==> config.mk <==
export PLATFORM = sky130hd
export DESIGN_NAME = watchdog_timeout_control
export DESIGN_NICKNAME = d
export VERILOG_FILES = /design/src/pkg/wdt_pkg.sv /design/src/pkg/wdt_tick_if.sv /design/src/rtl/watchdog_timeout_control.sv /design/src/rtl/wdt_lf_tick.sv
export VERILOG_INCLUDE_DIRS = /design/src /design/src/pkg
export SDC_FILE = /design/constraint.sdc
export NUM_CORES = 1
export LEC_CHECK = 0
export ABC_AREA = 1
export ABC_CLOCK_PERIOD_IN_PS = 2700
export BUFFER_PORTS_ARGS = -buffer_cell sky130_fd_sc_hd__buf_2
export CORE_MARGIN = 2
export CORE_UTILIZATION = 45
export CTS_CLUSTER_SIZE = 16
export DETAILED_ROUTE_END_ITERATION = 8
export PLACE_DENSITY = 0.8
export RECOVER_POWER = 25
export SLEW_MARGIN = 20
export SYNTH_ARGS = -nofsm -noshare
export SYNTH_HDL_FRONTEND = slang
export SYNTH_SLANG_ARGS = --single-unit
==> constraint.sdc <==
create_clock -name hclk -period 2.7 [get_ports hclk]
set_input_delay 0.405 -clock hclk [delete_from_list [all_inputs] [get_ports hclk]]
set_output_delay 0.405 -clock hclk [all_outputs]
set_load 0.005 [all_outputs]
==> src/pkg/wdt_defs.svh <==
// Purpose: offsets, field positions, reset values and timing counts of the watchdog
// Assumes: 32-bit bus words, one register per aligned word
// Notes: the contract list of the block follows
//
// Contract
// - timeout code zero is 1:32, doubling upward
// - reset loads timeout code 01011 (2 s)
// - control bit 0 enables when mode delegates
// - control bits 7 and 6 read zero
// - mode taken from config byte bits 4:3
// - mode 11 always, 10 awake, 01 software
// - codes 10011 and above select 1:32
// - count cleared on reset, clear, sleep, disable
// - timeout in sleep wakes and sets flags
`ifndef WDT_DEFS_SVH
`define WDT_DEFS_SVH

// register byte offsets
`define WDT_CTRL_OFF 8'h00
`define WDT_STAT_OFF 8'h04
`define WDT_COUNT_OFF 8'h08

// control register fields
`define WDT_CTRL_SEL_MSB 5
`define WDT_CTRL_SEL_LSB 1
`define WDT_CTRL_EN_BIT 0

// status register fields
`define WDT_STAT_TO_BIT 0
`define WDT_STAT_PD_BIT 1
`define WDT_STAT_ACT_BIT 2
`define WDT_STAT_MODE_LSB 3

// configuration byte fields
`define WDT_MODE_MSB 4
`define WDT_MODE_LSB 3

// reset values and code limits
`define WDT_SEL_RESET 5'h0b
`define WDT_SEL_FIRST_RSVD 5'h13
`define WDT_MIN_RATIO 24'h00_0020

// timing
`define WDT_HCLK_HZ 250000000
`define WDT_LF_HZ 31000
`define WDT_LF_DIV (`WDT_HCLK_HZ / `WDT_LF_HZ)

`endif

==> src/pkg/wdt_pkg.sv <==
// Purpose: types shared by the watchdog modules
// Assumes: constants live in wdt_defs.svh
// Notes: one-hot timer states
package wdt_pkg;

    typedef enum logic [2:0] {
        WD_OFF = 3'b001,
        WD_RUN = 3'b010,
        WD_FIRE = 3'b100
    } wd_state_e;

    typedef logic [22:0] wd_count_t;

endpackage

==> src/pkg/wdt_tick_if.sv <==
// Purpose: carries the low-frequency tick between the divider and the timer
// Assumes: single clock domain
// Notes: run gates the divider, restart realigns it
`timescale 1ns/1ps
`default_nettype none
interface wdt_tick_if;
    logic run;
    logic restart;
    logic tick;

    modport gen (
        input run,
        input restart,
        output tick
    );

    modport user (
        output run,
        output restart,
        input tick
    );
endinterface
`default_nettype wire

==> src/rtl/watchdog_timeout_control.sv <==
// Purpose: watchdog timer with prescale select, mode decode and AHB-Lite registers
// Assumes: sleep_mode, clear_watchdog_instr and osc_fail come from logic on hclk
// Notes: cfg_word is a static level from nonvolatile storage, synchronised here
//
// Local design decisions: the address map and register access over AHB-Lite.
`timescale 1ns/1ps
`default_nettype none
`include "wdt_defs.svh"
module watchdog_timeout_control
    import wdt_pkg::*;
#(
    parameter int LF_DIV = `WDT_LF_DIV
) (
    input wire logic hclk,
    input wire logic hresetn,
    input wire logic hsel,
    input wire logic [31:0] haddr,
    input wire logic [1:0] htrans,
    input wire logic hwrite,
    input wire logic [2:0] hsize,
    input wire logic [31:0] hwdata,
    input wire logic hready,
    output logic hreadyout,
    output logic [31:0] hrdata,
    output logic hresp,
    input wire logic [7:0] cfg_word,
    input wire logic sleep_mode,
    input wire logic clear_watchdog_instr,
    input wire logic osc_fail,
    output logic wdt_reset_req,
    output logic wake_req,
    output logic timeout_flag,
    output logic powerdown_flag,
    output logic watchdog_active
);

    // ------------------------------------------------------------
    // state
    // ------------------------------------------------------------
    typedef struct packed {
        wd_state_e st;
        logic [4:0] sel;
        logic soft_en;
        logic timeout_flag;
        logic pd_flag;
        wd_count_t count;
        logic [7:0] cfg_s1;
        logic [7:0] cfg_s2;
        logic [7:0] cfg_s3;
        logic [1:0] mode;
        logic sleep_d;
        logic reset_req;
        logic wake_req;
        logic active;
        logic ph_valid;
        logic ph_write;
        logic [7:0] ph_addr;
        logic ready;
        logic [31:0] rdata;
        logic resp;
    } wdt_state_s;

    wdt_state_s s;
    wdt_state_s n;

    wdt_tick_if tk ();

    logic active_d;
    logic clr;
    logic addr_take;

    // ------------------------------------------------------------
    // decode helpers
    // ------------------------------------------------------------
    function automatic wd_count_t terminal_count(input logic [4:0] sel);
        logic [23:0] ratio;
        ratio = `WDT_MIN_RATIO;
        if (sel < `WDT_SEL_FIRST_RSVD) begin
            ratio = `WDT_MIN_RATIO << sel;
        end
        // reserved codes keep the minimum ratio
        terminal_count = wd_count_t'(ratio - 24'h00_0001);
    endfunction

    function automatic logic run_enabled(input logic [1:0] mode, input logic sleeping,
                                         input logic soft_en);
        logic en;
        en = 1'b0;
        unique case (mode)
            2'b11: en = 1'b1;
            2'b10: en = !sleeping;
            2'b01: en = soft_en;
            2'b00: en = 1'b0;
        endcase
        run_enabled = en;
    endfunction

    // ------------------------------------------------------------
    // enable and clear conditions
    // ------------------------------------------------------------
    assign active_d = run_enabled(s.mode, sleep_mode, s.soft_en);

    // sleep entry, sleep exit, clear instruction, oscillator loss, disable
    assign clr = clear_watchdog_instr | (sleep_mode ^ s.sleep_d) | osc_fail | !active_d;

    assign addr_take = hsel & hready & htrans[1];

    // ------------------------------------------------------------
    // low-frequency tick
    // ------------------------------------------------------------
    assign tk.run = active_d;
    assign tk.restart = clr;

    wdt_lf_tick #(
        .DIV(LF_DIV)
    ) u_tick (
        .hclk(hclk),
        .hresetn(hresetn),
        .tk(tk)
    );

    // ------------------------------------------------------------
    // next state
    // ------------------------------------------------------------
    always_comb begin
        n = s;
        n.reset_req = 1'b0;
        n.wake_req = 1'b0;
        n.resp = 1'b0;

        // configuration byte synchroniser
        n.cfg_s1 = cfg_word;
        n.cfg_s2 = s.cfg_s1;
        n.cfg_s3 = s.cfg_s2;
        if (s.cfg_s2[`WDT_MODE_MSB:`WDT_MODE_LSB] == s.cfg_s3[`WDT_MODE_MSB:`WDT_MODE_LSB]) begin
            n.mode = s.cfg_s3[`WDT_MODE_MSB:`WDT_MODE_LSB];
        end

        n.sleep_d = sleep_mode;
        n.active = active_d;

        // bus data phase: write
        if (s.ph_valid && s.ph_write) begin
            n.ph_valid = 1'b0;
            unique case (s.ph_addr)
                `WDT_CTRL_OFF: begin
                    n.sel = hwdata[`WDT_CTRL_SEL_MSB:`WDT_CTRL_SEL_LSB];
                    n.soft_en = hwdata[`WDT_CTRL_EN_BIT];
                    // bits 7 and 6 are not stored
                end
                `WDT_STAT_OFF: begin
                    // write one to clear
                    if (hwdata[`WDT_STAT_TO_BIT]) begin
                        n.timeout_flag = 1'b0;
                    end
                    if (hwdata[`WDT_STAT_PD_BIT]) begin
                        n.pd_flag = 1'b0;
                    end
                end
                default: begin
                end
            endcase
        end

        // bus data phase: read, one wait state
        if (s.ph_valid && !s.ph_write) begin
            n.ph_valid = 1'b0;
            n.ready = 1'b1;
            n.rdata = '0;
            unique case (s.ph_addr)
                `WDT_CTRL_OFF: begin
                    n.rdata[`WDT_CTRL_SEL_MSB:`WDT_CTRL_SEL_LSB] = s.sel;
                    n.rdata[`WDT_CTRL_EN_BIT] = s.soft_en;
                end
                `WDT_STAT_OFF: begin
                    n.rdata[`WDT_STAT_TO_BIT] = s.timeout_flag;
                    n.rdata[`WDT_STAT_PD_BIT] = s.pd_flag;
                    n.rdata[`WDT_STAT_ACT_BIT] = s.active;
                    n.rdata[`WDT_STAT_MODE_LSB +: 2] = s.mode;
                end
                `WDT_COUNT_OFF: begin
                    n.rdata[22:0] = s.count;
                end
                default: begin
                    n.rdata = '0;
                end
            endcase
        end

        // bus address phase
        if (addr_take) begin
            n.ph_valid = 1'b1;
            n.ph_write = hwrite;
            n.ph_addr = haddr[7:0];
            n.ready = hwrite;
        end

        // timer
        unique case (s.st)
            WD_OFF: begin
                n.count = '0;
                if (active_d) begin
                    n.st = WD_RUN;
                end
            end
            WD_RUN: begin
                if (clr) begin
                    n.count = '0;
                    if (!active_d) begin
                        n.st = WD_OFF;
                    end
                end else if (tk.tick) begin
                    if (s.count == terminal_count(s.sel)) begin
                        n.count = '0;
                        n.st = WD_FIRE;
                    end else begin
                        n.count = s.count + wd_count_t'(1);
                    end
                end
            end
            WD_FIRE: begin
                n.count = '0;
                n.st = active_d ? WD_RUN : WD_OFF;
                // set wins over a same-cycle software clear
                n.timeout_flag = 1'b1;
                if (sleep_mode) begin
                    n.wake_req = 1'b1;
                    n.pd_flag = 1'b1;
                end else begin
                    n.reset_req = 1'b1;
                end
            end
        endcase
    end

    // ------------------------------------------------------------
    // registers
    // ------------------------------------------------------------
    always_ff @(posedge hclk or negedge hresetn) begin
        if (!hresetn) begin
            s <= '0;
            s.st <= WD_OFF;
            s.sel <= `WDT_SEL_RESET;
            s.ready <= 1'b1;
        end else begin
            s <= n;
        end
    end

    // ------------------------------------------------------------
    // outputs
    // ------------------------------------------------------------
    assign hreadyout = s.ready;
    assign hrdata = s.rdata;
    assign hresp = s.resp;
    assign wdt_reset_req = s.reset_req;
    assign wake_req = s.wake_req;
    assign timeout_flag = s.timeout_flag;
    assign powerdown_flag = s.pd_flag;
    assign watchdog_active = s.active;

endmodule
`default_nettype wire

==> src/rtl/wdt_lf_tick.sv <==
// Purpose: divides hclk down to the low-frequency watchdog tick
// Assumes: run and restart come from logic on hclk
// Notes: tick is a one-cycle enable pulse
`timescale 1ns/1ps
`default_nettype none
`include "wdt_defs.svh"
module wdt_lf_tick #(
    parameter int DIV = `WDT_LF_DIV
) (
    input wire logic hclk,
    input wire logic hresetn,
    wdt_tick_if.gen tk
);
    localparam int CW = $clog2(DIV);
    localparam logic [CW-1:0] LAST = CW'(DIV - 1);

    typedef struct packed {
        logic [CW-1:0] cnt;
        logic tick;
    } div_state_s;

    div_state_s s;
    div_state_s n;

    always_comb begin
        n = s;
        n.tick = 1'b0;
        if (!tk.run || tk.restart) begin
            n.cnt = '0;
        end else if (s.cnt == LAST) begin
            n.cnt = '0;
            n.tick = 1'b1;
        end else begin
            n.cnt = s.cnt + CW'(1);
        end
    end

    always_ff @(posedge hclk or negedge hresetn) begin
        if (!hresetn) begin
            s <= '0;
        end else begin
            s <= n;
        end
    end

    assign tk.tick = s.tick;
endmodule
`default_nettype wire
== Word level (Yosys, flattened, before mapping) ==
Index checks and enable logic that the tools add are counted.
Widths: inputs -> output; s select.

* Input port bits: 85
* Output and inout bits: 39
* Register bits after elaboration: 103

* Bitwise logic cells: 6
* Reduce and logical (&&, ||, !) cells: 17
* Equal/unequal tests: 15
* Add/sub/neg operators: 3
* Multiplexer cells: 36
* Order comparisons: 1
* Shift operators: 1

{| class="wikitable"
|+ Operator list
! cell !! number
|-
| $mux 23 || 7
|-
| $pmux 23 s2 || 1
|-
| $mux 33 || 1
|-
| $mux 13 || 2
|-
| $add 23x1->23 const B || 1
|-
| $eq 23x23->1 || 1
|-
| $shl 6x5->23 const A || 1
|-
| $sub 23x1->23 const B || 1
|-
| $mux 17 || 1
|-
| $mux 3 || 5
|-
| $pmux 5 s3 || 1
|-
| $add 13x1->13 const B || 1
|-
| $eq 13x13->1 const B || 1
|-
| $mux 11 || 1
|-
| $mux 2 || 5
|-
| $mux 1 || 9
|-
| $pmux 3 s3 || 1
|-
| $eq 8x3->1 const B || 1
|-
| $eq 8x4->1 const B || 1
|-
| $logic_not 8->1 || 1
|-
| $reduce_bool 2->1 || 4
|-
| $lt 5x5->1 const B || 1
|-
| $eq 2x2->1 const B || 2
|-
| $pmux 1 s4 || 1
|-
| 22 further kinds || 28
|}

== Logic depth before layout (Yosys ltp) ==
* Word-level depth: 12
* Mapped depth: 19

== Cells and area by module ==
Synthesis repeated with hierarchy kept, for this count alone.

* Cells, all modules: 797
* Area total of the unflattened synthesis: 5833.1 um2

{| class="wikitable"
|+ Modules (own cells, without submodules)
! module !! cells each !! times used !! area an instance (um2)
|-
| watchdog_timeout_control || 699 || 1 || 5071.1
|-
| wdt_lf_tick || 98 || 1 || 762.0
|}

== Worst setup path after synthesis ==
No wires, ideal clock.

* Path kind: register to register
* Start point: reg s[100] (netlist bit)
* End point: reg s[74] (netlist bit)
* Slack: 0.265 ns
* Arrival: 2.302 ns
* Setup time: 0.133 ns
* Required time: 2.567 ns
* Cell stages (with the launch flop): 17
* Clock period less this slack: 2.435 ns
* Cell sequence: dfstp_2 > buf_4 > inv_1 > nor2_2 > nand2_1 > ha_1 > xor2_1 > nand2_1 > nor2_1 > nand2_1 > nor2_1 > nand3_1 > nor2_1 > nand3_2 > nand3_4 > buf_12 > mux2i_4

* Cells in the longest elaborated chain, start to end: 11
* Elaborated cells on any way between the ends: 12

{| class="wikitable"
|+ RTL lines
! what !! line !! text
|-
| start: declaration || watchdog_timeout_control.sv:63 || <nowiki>wdt_state_s s;</nowiki>
|-
| start signal: assignment || watchdog_timeout_control.sv:246 || <nowiki>s <= n;</nowiki>
|-
| $lt 5x5->1 (no source line) / $shl 6x5->23 (equally long branches) || -- ||
|-
| $mux 23 (*) || watchdog_timeout_control.sv:78 || <nowiki>if (sel < `WDT_SEL_FIRST_RSVD) begin</nowiki>
|-
| $mux 23 (*) || watchdog_timeout_control.sv:212 || <nowiki>end else if (tk.tick) begin</nowiki>
|-
| $mux 23 (*) || watchdog_timeout_control.sv:207 || <nowiki>if (clr) begin</nowiki>
|-
| $mux 23 (*) || watchdog_timeout_control.sv:199 || <nowiki>unique case (s.st)</nowiki>
|-
| $sub 23x1->23 (*) || watchdog_timeout_control.sv:82 || <nowiki>terminal_count = wd_count_t'(ratio - 24'h00_0001);</nowiki>
|-
| $eq 23x23->1 (*) || watchdog_timeout_control.sv:213 || <nowiki>if (s.count == terminal_count(s.sel)) begin</nowiki>
|-
| $mux 23 (*) || watchdog_timeout_control.sv:213 ||
|-
| $mux 23 (*) || watchdog_timeout_control.sv:212 ||
|-
| $mux 23 (*) || watchdog_timeout_control.sv:207 ||
|-
| $pmux 23 s2 (*) || watchdog_timeout_control.sv:199 ||
|}

Every way passes the cells marked *; elsewhere a longest branch is shown, timed or not. The select of a mux whose other input is x is not followed.
A chain may end at the register's enable or synchronous reset.

== Final worst setup path ==
* Start point: reg s[101] (netlist bit)
* End point: reg s[85] (netlist bit)

Same word-level chain as after synthesis.

==> results.md <==
* Status: finished with violations
* Failing checks: max-capacitance violations, max-slew violations
* PortBufs at 53
* Clk buf depth at 2
* Async S/R FF share, synth at 100%
* Ys flop type: dfrtp_1
* Hold_ws at 0.158 ns
* Share of cells above drive strength 1 at a little over a fifth
* Synth unique cells at just over 50
* Mean post-synth cell area at slightly above 8 sq um
* Rel. slew slack at -51.2%
* Ys Warns at 0
* Synthesized flop and latch total at 94
* GPL Wtd Cong at approximately 0.94
* Pleak at 3.02 nW
* Worst path max stage delay at 0.59 ns
* Sink Count at between 90 and 100
* Hold Fails Final Rpt at 0
* Layout Nets at roughly 850
* Num rows at 41
* Vias in the first global route at 4589
* Total CTS buffers at 9
* Tcrit/Tclk final at 94.2%
* CP endpoint kind: flop
* Syn Std Cell Area at about 5700 sq um
* Initial antenna violation count at 0
* Slew Viols, Final at 95
* Largest net degree at the start of global routing at 95
* Kind of critical path: flop to flop
* CTS tree: built
* Initial core utilization at between 40 and 50%
* Die Width at between 100 and 150 um
* Final min period at 2.54 ns
* Residual DRC at 0
* GRT Resource Usage Total at 19.9%
* CP delay by family, top: simple AND/OR/NAND/NOR gates
* DRT iter0 DRCs at ~260
* Boundary Pins at ~120
* Post-synthesis sequential area ratio at slightly above 40%
* Peak Freq at approximately 390 MHz
* Least-Margin Pin Slew at about 2.3 ns
* GRT overflow at 0
* DRT Wirelength at between 10 and 15 mm
* Routed vias at about 4800
* Root buffer cell: clkbuf_16
* H-tree lvl count at 3
* Cells after synthesis at around 710
* Final setup vio count at 0
* Max-Cap Viols at 1
* Detailed Place HPWL at roughly 9.6 mm
* Global-route wire length before repair at ~21 mm
* Layout Utilization at between 50% and 60%
* Clk_skew at between 0.008 and 0.009 ns
* Die H at 117 um
* Largest fanout on the critical path at 6
* Core ar. at 12500 sq um
* ANT cells at 0
* Full die area at 13700 sq um
* Wire length per cell at 14.1 um
* CP max-delay cell: dfstp_2
* Worst-path cell chain: nand2_2, nand3_2, nand2_4, ha_4, xor2_1, nand2_1, nor2_1, nand2_1, nor2_1, nand3_1, nor2_1, nand3_2, nand3_4, clkbuf_16, o22ai_2
* Vias per inst at just over 5
* Worst vdd ir at 0.455 mV
* Clk slew on worst S/H paths at 0.06 ns
* Post-synth EDFFs at 0
* Fin Setup TNS at 0 ns
* Crit path required time at 2.93 ns
* Crit path DAT at 2.78 ns
* Antenna Nets Post-Route at 0
* Startpoint Class: flop
* Crit path buffers/inverters at 1
* Power per cell area at approximately 530 nW/um^2
* Final setup margin at approximately 0.16 ns
* TritonRoute pass-1 iters at 4
* Hold/Removal Path Class: input port to flop
* Top cell by count, worst path: nor2_1
* Pre-CTS WS at 0.107 ns
* Synthesis-to-finish area growth at 12.7%
* Skew-Pair Late Insertion Delay at 0.35 ns
==> cell type report <==
type / instances / area [sq um]
Tap cell: 172 / 215
Sequential cell: 94 / 2360
Multi-Input combinational cell: 488 / 2740
Fill cell: 1186 / 6060
Clock inverter: 5 / 75.1
Inverter: 89 / 334
Clock buffer: 10 / 229
Timing Repair Buffer: 79 / 510
==> cells by family (layout without fill, tap and decap cells) <==
kind of cell | after synthesis | in the layout | share of synthesized area [%]
and+or+nand+nor | 341 | 341 | 27.8
buffers and inverters | 140 | 183 | 12.2
AOI/OAI and AO/OA | 106 | 106 | 13.3
DFF | 94 | 94 | 41.1
xor gates and xnor gates | 27 | 27 | 4.49
adders and majority gates | 3 | 3 | 0.655
other | 1 | 10 | 0.0654
muxes | 1 | 1 | 0.393
==> cells in the final DEF, fill, tap and decap left out, types with 11 or more instances in the layout <==
cell       Yosys  routed
nand2_1      174     172
dfrtp_1       89      89
inv_1         79      79
nor2_1        56      56
buf_2          4      51
nand3_1       35      35
o21ai_0       32      32
xor2_1        22      22
a21oi_1       22      21
buf_4         34      21
o22ai_2       19      19
o31ai_1       16      16
nor3_1        15      15
nand4_1       14      14
clkbuf_16      0      11
==> cell usage after synthesis, types with 2 or more instances <==
| library cell | number | area share [%] |
|---|---|---|
| o21ai_0 | 32 | 2.8 |
| nor3_1 | 15 | 1.3 |
| inv_1 | 79 | 5.2 |
| clkbuf_1 | 10 | 0.65 |
| dfrtp_1 | 89 | 39 |
| o211ai_1 | 4 | 0.52 |
| nand2_1 | 174 | 11 |
| nor2_4 | 4 | 0.79 |
| buf_4 | 34 | 4.5 |
| buf_2 | 4 | 0.35 |
| nor4_1 | 5 | 0.55 |
| xor2_1 | 22 | 3.4 |
| and3_1 | 3 | 0.33 |
| buf_12 | 2 | 0.70 |
| ha_1 | 3 | 0.65 |
| nor2_2 | 10 | 1.1 |
| o21a_1 | 2 | 0.26 |
| o31ai_1 | 16 | 2.1 |
| nand3_2 | 8 | 1.4 |
| xnor2_1 | 3 | 0.46 |
| nand3_1 | 35 | 3.1 |
| nor2_1 | 56 | 3.7 |
| nand2_4 | 3 | 0.59 |
| o22ai_2 | 19 | 4.1 |
| nand2_2 | 6 | 0.65 |
| a31oi_1 | 3 | 0.33 |
| a21oi_1 | 22 | 1.9 |
| nand4_1 | 14 | 1.5 |
| dfstp_2 | 5 | 2.3 |
| a221oi_1 | 2 | 0.31 |
| inv_2 | 9 | 0.59 |
==> worst paths after layout <==
| path | endpoint | slack, ns | cells past startpoint | startpoint |
|---|---|---|---|---|
| hold / removal | n[62] | 0.16 | 1 | cfg_word[4] |
| max in group asynchronous | s[91] | 0.53 | 2 | hresetn |
| min in group asynchronous | s[40] | 0.84 | 2 | hresetn |
| hold reg to reg | n[53] | 0.35 | 0 | n[61] |
| setup reg to reg | s[85] | 0.16 | 15 | s[101] |
| setup / recovery | s[85] | 0.16 | 15 | s[101] |
==> power breakdown <==
group	total (mW)	internal, mW	switching [mW]	leakage (nW)
registers	1.56	1.50	0.0611	1.24
clock network	1.32	0.801	0.523	0.152
logic	0.565	0.206	0.359	1.63
total	3.45	2.51	0.943	3.02
==> sequential cells by signal, summed over array words and instances (netlist names), 4 cells and up <==
signal,cells
n,4
u_tick.s,13
s,47
hrdata,23
==> through the flow <==
step | power [mW] | instances | cell area, sq um
4_1_cts | 3.44 | 933 | 6380
6_report | 3.45 | 937 | 6460
5_1_grt | 3.61 | 937 | 6460
3_3_place_gp | 2.11 | 918 | 6080
2_1_floorplan | 1.97 | 722 | 5770
3_5_place_dp | 2.12 | 918 | 6080
==> worst register-to-register path: stages (launching register included) <==
cell       delay [ns]
dfstp_2          0.59
nand2_2          0.08
nand3_2          0.12
nand2_4          0.08
ha_4             0.26
xor2_1           0.13
nand2_1          0.09
nor2_1           0.12
nand2_1          0.06
nor2_1           0.08
nand3_1          0.10
nor2_1           0.14
nand3_2          0.13
nand3_4          0.18
clkbuf_16        0.18
o22ai_2          0.06
==> repair_timing <==
action                                  in CTS  in global routing
hold buffers                                 0                  0
gates resized for setup                      0                  6
endpoints found under the setup margin       0                 23
setup buffers                                0                  1
==> metal layers <==
| metal | GRT usage (%) | vias up | share of wire [%] |
|---|---|---|---|
| met5 | 0 | - | 0 |
| met4 | 7.45 | 0 | 2.5 |
| met3 | 4.43 | 23 | 5.2 |
| met2 | 33.3 | 120 | 47 |
| met1 | 25.3 | 2255 | 46 |
| li1 | - | 2397 | - |
Note: power is estimated with default switching activity, not from simulation.
